## config.mk

```make
export PLATFORM = sky130hd
export DESIGN_NAME = cpu_register_and_flags
export DESIGN_NICKNAME = d
export VERILOG_FILES = /design/src/cpu_regs_pkg.sv /design/src/cpu_register_and_flags.sv
export SDC_FILE = /design/constraint.sdc
export NUM_CORES = 1
export LEC_CHECK = 0
export BUFFER_PORTS_ARGS = -buffer_cell sky130_fd_sc_hd__buf_2
export CORE_ASPECT_RATIO = 0.5
export CORE_MARGIN = 2
export CORE_UTILIZATION = 45
export CTS_CLUSTER_DIAMETER = 120
export CTS_CLUSTER_SIZE = 8
export DETAILED_ROUTE_END_ITERATION = 16
export GPL_TIMING_DRIVEN = 0
export HOLD_SLACK_MARGIN = 0.03
export PLACE_DENSITY = 0.7
export SLEW_MARGIN = 25
export SYNTH_ARGS = -nofsm -noshare
export SYNTH_HDL_FRONTEND = slang
export SYNTH_SLANG_ARGS = --single-unit
export TNS_END_PERCENT = 1
```

## constraint.sdc

```tcl
create_clock -name pclk -period 3.55 [get_ports pclk]
set_clock_uncertainty 0.15 [all_clocks]
set_input_delay 0.5325 -clock pclk [delete_from_list [all_inputs] [get_ports pclk]]
set_output_delay 0.5325 -clock pclk [all_outputs]
set_load 0.01 [all_outputs]
```

## src/cpu_regs_pkg.sv

```systemverilog
// package of constants and types for the cpu register and flag block
package cpu_regs_pkg;

	// apb byte offsets of the register words
	localparam logic [7:0] OFS_PC   = 8'h00;
	localparam logic [7:0] OFS_ACC  = 8'h04;
	localparam logic [7:0] OFS_TMP  = 8'h08;
	localparam logic [7:0] OFS_IX   = 8'h0C;
	localparam logic [7:0] OFS_EP   = 8'h10;
	localparam logic [7:0] OFS_SP   = 8'h14;
	localparam logic [7:0] OFS_PSW  = 8'h18;
	localparam logic [7:0] OFS_STAT = 8'h1C;

	// condition code bit positions
	localparam int CCR_H   = 7;
	localparam int CCR_I   = 6;
	localparam int CCR_IL1 = 5;
	localparam int CCR_IL0 = 4;
	localparam int CCR_N   = 3;
	localparam int CCR_Z   = 2;
	localparam int CCR_V   = 1;
	localparam int CCR_C   = 0;

	// reset values
	localparam logic [15:0] PC_RST  = 16'h0000;
	localparam logic [15:0] REG_RST = 16'h0000;
	localparam logic [7:0]  RP_RST  = 8'h00;
	localparam logic [7:0]  CCR_RST = 8'h30; // interrupts off, mask at level 3

	// memory map
	localparam logic [15:0] IO_LAST       = 16'h007F;
	localparam logic [15:0] PROG_FIRST    = 16'h8000;
	localparam logic [15:0] BANK_BASE     = 16'h0100;
	localparam logic [15:0] EXT_BANK_LO   = 16'h0180;
	localparam logic [15:0] EXT_BANK_HI   = 16'h01FF;
	localparam int          BANK_REGS     = 8;
	localparam int          BANKS_MAX     = 32;
	localparam int          BANKS_INT     = 16;
	localparam logic [1:0]  IL_BLOCK_ALL  = 2'h3;

	// register selected by a datapath write
	typedef enum logic [2:0] {
		SEL_PC,
		SEL_ACC,
		SEL_TMP,
		SEL_IX,
		SEL_EP,
		SEL_SP,
		SEL_PSW
	} reg_sel_t;

	// arithmetic commands on accumulator and temporary accumulator
	typedef enum logic [2:0] {
		OP_ADD8,
		OP_SUB8,
		OP_ADD16,
		OP_SUB16,
		OP_SHL8,
		OP_SHR8
	} alu_op_t;

	// memory region of an address
	typedef enum logic [1:0] {
		REGION_IO,
		REGION_DATA,
		REGION_PROG
	} region_t;

	// datapath write request
	typedef struct packed {
		logic        valid;
		reg_sel_t    sel;
		logic [15:0] data;
	} dp_write_t;

	// datapath arithmetic request
	typedef struct packed {
		logic    valid;
		alu_op_t op;
	} alu_req_t;

	// contents of the dedicated registers
	typedef struct packed {
		logic [15:0] pc;
		logic [15:0] acc;
		logic [15:0] tmp;
		logic [15:0] ix;
		logic [15:0] ep;
		logic [15:0] sp;
		logic [15:0] psw;
	} cpu_regs_t;

endpackage : cpu_regs_pkg

```

## src/cpu_register_and_flags.sv

```systemverilog
// dedicated cpu registers, condition code logic and register bank addressing
`timescale 1ns/1ps

// Function
// - one 64 Kbyte space holds I/O, data and program areas
// - I/O sits lowest, data directly above, program at the top
// - program counter is 16 bits, locating the fetched instruction
// - accumulator is 16 bits; byte operations touch only its low byte
// - 16-bit temporary accumulator is the second arithmetic operand
// - 16-bit index register supplies the indexed address offset
// - 16-bit extra pointer holds any memory address
// - 16-bit stack pointer marks the current stack location
// - status word: bank pointer high byte, condition codes low byte
// - half carry reflects carry or borrow between bit 3 and bit 4
// - interrupt enable: 1 permits, 0 blocks, cleared by reset
// - two-bit level mask admits only higher priority; level 3 blocks all
// - negative flag copies the result's top bit
// - zero flag set for a zero result, cleared otherwise
// - overflow flag reports two's-complement overflow
// - carry takes carry or borrow out of bit 7 (bit 15 for 16-bit operations), or shifted-out bit
// - byte-wide general registers in memory, eight per bank, 32 banks
// - 16 banks internal; upper 16 need external RAM at 0180H-01FFH
// - bank pointer selects the bank used by register accesses
module cpu_register_and_flags #(
	parameter logic [15:0] PROG_START = cpu_regs_pkg::PROG_FIRST,
	parameter int          INT_BANKS  = cpu_regs_pkg::BANKS_INT
) (
	// clock and reset
	input  wire logic                    pclk,
	input  wire logic                    presetn,
	// apb slave
	input  wire logic                    psel,
	input  wire logic                    penable,
	input  wire logic                    pwrite,
	input  wire logic [7:0]              paddr,
	input  wire logic [31:0]             pwdata,
	input  wire logic [3:0]              pstrb,
	output logic      [31:0]             prdata,
	output logic                         pready,
	output logic                         pslverr,
	// execution datapath
	input  wire cpu_regs_pkg::dp_write_t dp_write,
	input  wire cpu_regs_pkg::alu_req_t  alu_req,
	input  wire logic                    pc_step,
	// interrupt request level check
	input  wire logic                    irq_pending,
	input  wire logic [1:0]              irq_level,
	output logic                         irq_accept,
	// address decode and register bank
	input  wire logic [15:0]             mem_addr,
	output cpu_regs_pkg::region_t        mem_region,
	input  wire logic [2:0]              gpr_index,
	output logic      [15:0]             gpr_addr,
	output logic                         gpr_external,
	// register contents
	output cpu_regs_pkg::cpu_regs_t      regs
);

	logic [15:0] pc_q;
	logic [15:0] acc_q;
	logic [15:0] acc_d;
	logic [15:0] tmp_q;
	logic [15:0] ix_q;
	logic [15:0] ep_q;
	logic [15:0] sp_q;
	logic [7:0]  rp_q;
	logic [7:0]  ccr_q;
	logic [7:0]  ccr_d;
	logic        apb_wr;
	logic        apb_rd;
	logic        mapped;
	logic [31:0] rdata_d;
	logic [4:0]  bank;

	// merge a 16-bit word with byte strobes on the low two lanes
	function automatic logic [15:0] merge16(input logic [15:0] old, input logic [31:0] wd,
			input logic [3:0] st);
		merge16 = {st[1] ? wd[15:8] : old[15:8], st[0] ? wd[7:0] : old[7:0]};
	endfunction : merge16

	// true when the apb write targets the given offset
	function automatic logic hit(input logic [7:0] a, input logic [7:0] ofs);
		hit = (a == ofs);
	endfunction : hit

	// apb handshake: zero wait states, error on unmapped offsets
	assign pready  = 1'b1;
	assign apb_wr  = psel && penable && pwrite;
	assign apb_rd  = psel && penable && !pwrite;
	assign mapped  = (paddr[1:0] == 2'h0) && (paddr <= cpu_regs_pkg::OFS_STAT);
	assign pslverr = psel && penable && (!mapped || (pwrite && hit(paddr, cpu_regs_pkg::OFS_STAT)));

	// program counter: datapath load, then step, then software write
	always_ff @(posedge pclk or negedge presetn) begin
		if (!presetn) begin
			pc_q <= cpu_regs_pkg::PC_RST;
		end else if (dp_write.valid && dp_write.sel == cpu_regs_pkg::SEL_PC) begin
			pc_q <= dp_write.data;
		end else if (pc_step) begin
			pc_q <= pc_q + 16'h0001;
		end else if (apb_wr && hit(paddr, cpu_regs_pkg::OFS_PC)) begin
			pc_q <= merge16(pc_q, pwdata, pstrb);
		end
	end

	// arithmetic result and flags from accumulator and temporary accumulator
	always_comb begin
		logic [8:0]  r9;
		logic [16:0] r17;
		logic [4:0]  nib;
		r9    = 9'h000;
		r17   = 17'h00000;
		nib   = 5'h00;
		acc_d = acc_q;
		ccr_d = ccr_q;
		unique case (alu_req.op)
			cpu_regs_pkg::OP_ADD8: begin
				r9  = {1'b0, acc_q[7:0]} + {1'b0, tmp_q[7:0]};
				nib = {1'b0, acc_q[3:0]} + {1'b0, tmp_q[3:0]};
				acc_d = {acc_q[15:8], r9[7:0]};
				ccr_d[cpu_regs_pkg::CCR_H] = nib[4];
				ccr_d[cpu_regs_pkg::CCR_C] = r9[8];
				ccr_d[cpu_regs_pkg::CCR_V] = (acc_q[7] == tmp_q[7]) && (r9[7] != acc_q[7]);
				ccr_d[cpu_regs_pkg::CCR_N] = r9[7];
				ccr_d[cpu_regs_pkg::CCR_Z] = (r9[7:0] == 8'h00);
			end
			cpu_regs_pkg::OP_SUB8: begin
				r9  = {1'b0, acc_q[7:0]} - {1'b0, tmp_q[7:0]};
				nib = {1'b0, acc_q[3:0]} - {1'b0, tmp_q[3:0]};
				acc_d = {acc_q[15:8], r9[7:0]};
				ccr_d[cpu_regs_pkg::CCR_H] = nib[4];
				ccr_d[cpu_regs_pkg::CCR_C] = r9[8];
				ccr_d[cpu_regs_pkg::CCR_V] = (acc_q[7] != tmp_q[7]) && (r9[7] != acc_q[7]);
				ccr_d[cpu_regs_pkg::CCR_N] = r9[7];
				ccr_d[cpu_regs_pkg::CCR_Z] = (r9[7:0] == 8'h00);
			end
			cpu_regs_pkg::OP_ADD16: begin
				r17 = {1'b0, acc_q} + {1'b0, tmp_q};
				nib = {1'b0, acc_q[3:0]} + {1'b0, tmp_q[3:0]};
				acc_d = r17[15:0];
				ccr_d[cpu_regs_pkg::CCR_H] = nib[4];
				ccr_d[cpu_regs_pkg::CCR_C] = r17[16];
				ccr_d[cpu_regs_pkg::CCR_V] = (acc_q[15] == tmp_q[15]) && (r17[15] != acc_q[15]);
				ccr_d[cpu_regs_pkg::CCR_N] = r17[15];
				ccr_d[cpu_regs_pkg::CCR_Z] = (r17[15:0] == 16'h0000);
			end
			cpu_regs_pkg::OP_SUB16: begin
				r17 = {1'b0, acc_q} - {1'b0, tmp_q};
				nib = {1'b0, acc_q[3:0]} - {1'b0, tmp_q[3:0]};
				acc_d = r17[15:0];
				ccr_d[cpu_regs_pkg::CCR_H] = nib[4];
				ccr_d[cpu_regs_pkg::CCR_C] = r17[16];
				ccr_d[cpu_regs_pkg::CCR_V] = (acc_q[15] != tmp_q[15]) && (r17[15] != acc_q[15]);
				ccr_d[cpu_regs_pkg::CCR_N] = r17[15];
				ccr_d[cpu_regs_pkg::CCR_Z] = (r17[15:0] == 16'h0000);
			end
			cpu_regs_pkg::OP_SHL8: begin
				acc_d = {acc_q[15:8], acc_q[6:0], 1'b0};
				ccr_d[cpu_regs_pkg::CCR_C] = acc_q[7];
				ccr_d[cpu_regs_pkg::CCR_N] = acc_q[6];
				ccr_d[cpu_regs_pkg::CCR_Z] = (acc_q[6:0] == 7'h00);
			end
			cpu_regs_pkg::OP_SHR8: begin
				acc_d = {acc_q[15:8], 1'b0, acc_q[7:1]};
				ccr_d[cpu_regs_pkg::CCR_C] = acc_q[0];
				ccr_d[cpu_regs_pkg::CCR_N] = 1'b0;
				ccr_d[cpu_regs_pkg::CCR_Z] = (acc_q[7:1] == 7'h00);
			end
			default: begin
				acc_d = acc_q;
				ccr_d = ccr_q;
			end
		endcase
	end

	// accumulator: arithmetic result, datapath load, software write
	always_ff @(posedge pclk or negedge presetn) begin
		if (!presetn) begin
			acc_q <= cpu_regs_pkg::REG_RST;
		end else if (alu_req.valid) begin
			acc_q <= acc_d;
		end else if (dp_write.valid && dp_write.sel == cpu_regs_pkg::SEL_ACC) begin
			acc_q <= dp_write.data;
		end else if (apb_wr && hit(paddr, cpu_regs_pkg::OFS_ACC)) begin
			acc_q <= merge16(acc_q, pwdata, pstrb);
		end
	end

	// temporary accumulator
	always_ff @(posedge pclk or negedge presetn) begin
		if (!presetn) begin
			tmp_q <= cpu_regs_pkg::REG_RST;
		end else if (dp_write.valid && dp_write.sel == cpu_regs_pkg::SEL_TMP) begin
			tmp_q <= dp_write.data;
		end else if (apb_wr && hit(paddr, cpu_regs_pkg::OFS_TMP)) begin
			tmp_q <= merge16(tmp_q, pwdata, pstrb);
		end
	end

	// index register, extra pointer and stack pointer
	always_ff @(posedge pclk or negedge presetn) begin
		if (!presetn) begin
			ix_q <= cpu_regs_pkg::REG_RST;
			ep_q <= cpu_regs_pkg::REG_RST;
			sp_q <= cpu_regs_pkg::REG_RST;
		end else if (dp_write.valid) begin
			if (dp_write.sel == cpu_regs_pkg::SEL_IX) begin
				ix_q <= dp_write.data;
			end
			if (dp_write.sel == cpu_regs_pkg::SEL_EP) begin
				ep_q <= dp_write.data;
			end
			if (dp_write.sel == cpu_regs_pkg::SEL_SP) begin
				sp_q <= dp_write.data;
			end
		end else if (apb_wr) begin
			if (hit(paddr, cpu_regs_pkg::OFS_IX)) begin
				ix_q <= merge16(ix_q, pwdata, pstrb);
			end
			if (hit(paddr, cpu_regs_pkg::OFS_EP)) begin
				ep_q <= merge16(ep_q, pwdata, pstrb);
			end
			if (hit(paddr, cpu_regs_pkg::OFS_SP)) begin
				sp_q <= merge16(sp_q, pwdata, pstrb);
			end
		end
	end

	// status word: bank pointer high byte, condition codes low byte
	always_ff @(posedge pclk or negedge presetn) begin
		if (!presetn) begin
			rp_q  <= cpu_regs_pkg::RP_RST;
			ccr_q <= cpu_regs_pkg::CCR_RST;
		end else if (alu_req.valid) begin
			ccr_q <= ccr_d;
		end else if (dp_write.valid && dp_write.sel == cpu_regs_pkg::SEL_PSW) begin
			rp_q  <= dp_write.data[15:8];
			ccr_q <= dp_write.data[7:0];
		end else if (apb_wr && hit(paddr, cpu_regs_pkg::OFS_PSW)) begin
			rp_q  <= pstrb[1] ? pwdata[15:8] : rp_q;
			ccr_q <= pstrb[0] ? pwdata[7:0] : ccr_q;
		end
	end

	// interrupt gate: enable flag and level mask, level 3 blocks all
	assign irq_accept = irq_pending && ccr_q[cpu_regs_pkg::CCR_I]
		&& ({ccr_q[cpu_regs_pkg::CCR_IL1], ccr_q[cpu_regs_pkg::CCR_IL0]}
			!= cpu_regs_pkg::IL_BLOCK_ALL)
		&& (irq_level < {ccr_q[cpu_regs_pkg::CCR_IL1], ccr_q[cpu_regs_pkg::CCR_IL0]});

	// region decode of the single 64 Kbyte space
	always_comb begin
		if (mem_addr <= cpu_regs_pkg::IO_LAST) begin
			mem_region = cpu_regs_pkg::REGION_IO;
		end else if (mem_addr < PROG_START) begin
			mem_region = cpu_regs_pkg::REGION_DATA;
		end else begin
			mem_region = cpu_regs_pkg::REGION_PROG;
		end
	end

	// general register address from the bank pointer
	assign bank     = rp_q[4:0];
	assign gpr_addr = cpu_regs_pkg::BANK_BASE + {8'h00, bank, 3'h0} + {13'h0000, gpr_index};
	assign gpr_external = (32'(bank) >= INT_BANKS)
		&& (gpr_addr >= cpu_regs_pkg::EXT_BANK_LO) && (gpr_addr <= cpu_regs_pkg::EXT_BANK_HI);

	// read mux; stat word holds the external bank flag and general register address
	always_comb begin
		rdata_d = 32'h00000000;
		unique case (paddr)
			cpu_regs_pkg::OFS_PC:   rdata_d = {16'h0000, pc_q};
			cpu_regs_pkg::OFS_ACC:  rdata_d = {16'h0000, acc_q};
			cpu_regs_pkg::OFS_TMP:  rdata_d = {16'h0000, tmp_q};
			cpu_regs_pkg::OFS_IX:   rdata_d = {16'h0000, ix_q};
			cpu_regs_pkg::OFS_EP:   rdata_d = {16'h0000, ep_q};
			cpu_regs_pkg::OFS_SP:   rdata_d = {16'h0000, sp_q};
			cpu_regs_pkg::OFS_PSW:  rdata_d = {16'h0000, rp_q, ccr_q};
			cpu_regs_pkg::OFS_STAT: rdata_d = {15'h0000, gpr_external, gpr_addr};
			default:                rdata_d = 32'h00000000;
		endcase
	end

	// read data registered on the setup cycle so it is stable in access
	always_ff @(posedge pclk or negedge presetn) begin
		if (!presetn) begin
			prdata <= 32'h00000000;
		end else if (psel && !penable && !pwrite) begin
			prdata <= rdata_d;
		end
	end

	// register contents for the datapath
	assign regs = '{pc: pc_q, acc: acc_q, tmp: tmp_q, ix: ix_q, ep: ep_q, sp: sp_q,
		psw: {rp_q, ccr_q}};

endmodule : cpu_register_and_flags

```

==> impl_metrics.tcl <==
set metrics [dict create \
    status "completed" \
    final_cell_mix "buf_2 (229), dfrtp_1 (123), nand2_1 (95), nor2_1 (85), o21ai_0 (80)" \
    irDropWorstVdd_mv 0.319 \
    async_flop_share 1.00 \
    synth.largest_area_cell "dfrtp_1" \
    core_area_sq_um 21600 \
    grt_pass1_wl_mm 59.3 \
    drt_pass1_iterations 6 \
    synthTopCellsByArea "dfrtp_1 (32%), mux2_2 (7.5%), mux2i_1 (5.4%)" \
    grt_usage 0.348 \
    fin_util 0.560 \
    worstSetupPathType "reg -> reg" \
    num-fill-cells 2086 \
    synth_top_family_by_area "compound AO/OA/AOI/OAI gates" \
    cts_tree "done" \
    start_kind "flip-flop" \
    drt_iter0_markers 1135 \
    final_common_cell "buf_2" \
    critPathCaptureType "flip-flop" \
    drive_above_1_share 0.292 \
    antenna_found_initial 1 \
    ant_nets 0 \
    numCtsBuffers 17 \
    arrival_ns 3.58 \
    total_leakage_power_nw 5.51 \
    gp_congestion 1.00 \
    ios 262 \
    grt.overflow.total 0 \
    finalCritPeriodShare 0.961 \
    synth-seq-cells 129 \
    fin_crit_ns 3.41 \
    synth_edf_count 0 \
    grt_pass1_vias 9774 \
    syn_avg_cell_area_sq_um 8.76 \
    drc_errors 0 \
    die_y_um 109 \
    setup_viol 0 \
    grt_max_degree 92 \
    fin_cells 1696 \
    netlist_area_sq_um 9870 \
    viasPerCell 6.21 \
    yosys.area_share.adder 0.0547 \
    syn_to_final_growth_pct 22.4 \
    dieArea_sq_um 23200 \
    synthSimpleGateAreaFrac 0.147 \
    vias 10500 \
    cts_root_buf "clkbuf_16" \
    ys.flop_type "dfrtp_1" \
    slew_headroom 0.285 \
    synth_compound_area_frac 0.240 \
    initial_core_util 0.457 \
    synthMuxAreaShare 0.129 \
    hold_viol 0 \
    max_freq_ghz 0.293 \
    syn_inst 1127 \
    die_w_um 213 \
    port_buffers 211 \
    synthXorXnorAreaFrac 0.0328 \
    placed_cell_area_sq_um 11400 \
    drt-total-wl_mm 40.6 \
    fin_nets 1520 \
    synth_warnings 0 \
    clk_pin_slew_ns 0.06 \
    synth.distinct_cells 80 \
    maxSlewViolCount 0 \
    cts_htree_levels 4 \
    ys_seq_area_frac 0.327 \
    clk_path_buf_depth 2 \
    worst_pin_slew_ns 1.07 \
    dp_hpwl_mm 31.2 \
    clock_latency_ns 0.43 \
    crit_fanout 8 \
    placedCellCount 1661 \
    pwr_density_cell_nw_per_um2 577 \
    required_ns 3.72 \
    hold_path_class "in -> reg" \
    max_cap_viol_count 0 \
    yosys.area.top_type_share 0.322 \
    clkSinkCount 129 \
    postLayoutCellArea_sq_um 12100 \
    wire_per_inst_um 23.9 \
    rows 38 \
]
==> per-stage QoR <==
stage                     setup TNS, ns  hold slack [ns]  total power [mW]  setup WS, ns
after global placement           -0.107            0.345              5.05       -0.0974
after floorplan                       0           0.0869              3.94         0.448
after global routing            -0.0135            0.353              7.30       -0.0135
after CTS                             0            0.310              6.86        0.0760
final                                 0            0.317              6.97         0.140
after detailed placement         -0.232            0.281              5.12        -0.142
==> cell type report <==
class                      instances  area, sq um  share of cell area
multi-input combinational        880         6110               0.506
sequential                       129         3240               0.268
timing repair buffer             214         1110              0.0920
buffer                            94          508              0.0420
clock buffer                      18          439              0.0363
tap                              300          375              0.0311
inverter                          46          173              0.0143
clock inverter                    14          130              0.0108
antenna                            1         2.50            0.000207
==> sequential cells by signal (all words and copies together), names as in the netlist <==
signal,count
sp_q,16
prdata,17
acc_q,16
pc_q,16
ix_q,16
tmp_q,16
rp_q,8
ep_q,16
ccr_q,8
==> repair_timing <==
item	4_1_cts	5_1_grt
endpoints found under the setup margin	1	6
hold buffers	1	0
pin swaps	1	1
endpoints found under the hold margin	38	0
buffers inserted	1	0
gates resized for setup	1	12
==> kinds of logic after synthesis <==
logic type	after synthesis
flops	129
simple gates	304
fa+ha+maj	42
buf+inv	140
mux	119
other cells	2
compound gates	354
xor+xnor	37
==> worst paths after layout <==
| check | from | to | slack [ns] | depth (start not counted) |
|---|---|---|---|---|
| max reg2reg | tmp_q[0] | acc_q[14] | 0.14 | 12 |
| min | gpr_index[1] | prdata[1] | 0.32 | 3 |
| max in group asynchronous | presetn | acc_q[0] | 2.02 | 3 |
| max | tmp_q[0] | acc_q[14] | 0.14 | 12 |
| min in group asynchronous | presetn | ep_q[12] | 0.42 | 2 |
| min reg2reg | ccr_q[5] | ccr_q[5] | 0.36 | 2 |
==> synth_stat cells (7+ instances only) <==
cell,count
nand3_1,15
buf_2,19
inv_1,44
a22o_1,29
and3_1,12
mux2i_1,53
a21o_1,7
xor2_1,8
a31oi_1,30
a22oi_1,7
xnor2_1,29
clkbuf_1,39
nor2b_1,18
a211oi_1,8
a21oi_1,82
o21ai_0,80
and2_1,8
a221oi_1,25
mux2_2,66
ha_1,40
nand2_1,95
or2_2,8
o31ai_1,9
buf_4,33
nand2b_1,18
nor3_1,18
o22ai_1,13
nor2_1,85
dfrtp_1,127
==> power by group <==
group	total, mW	internal (mW)	switching, mW	leakage (nW)
Combinational	2.91	1.21	1.70	3.68
Sequential	2.35	1.79	0.559	1.55
Clock	1.72	0.989	0.727	0.266
Total	6.97	3.99	2.98	5.51
==> worst max-delay path, stage by stage (launching register included) <==
cell,delay [ns]
dfrtp_1,0.57
ha_1,0.21
inv_1,0.05
fa_1,0.44
a211oi_2,0.27
o21ai_1,0.20
a221oi_4,0.31
nor3b_1,0.08
o21ai_0,0.17
nand2b_1,0.13
a221oi_2,0.32
o32ai_1,0.11
mux2_2,0.28
==> routing by layer <==
layer / vias to the layer above / GRT usage / routed length (um)
li1: 4617 / - / -
met5: - / 0 / 0
met1: 5161 / 0.503 / 17400
met3: 88 / 0.0755 / 4680
met4: 0 / 0.0918 / 955
met2: 665 / 0.527 / 17600
(Power assumes the default switching activity.)
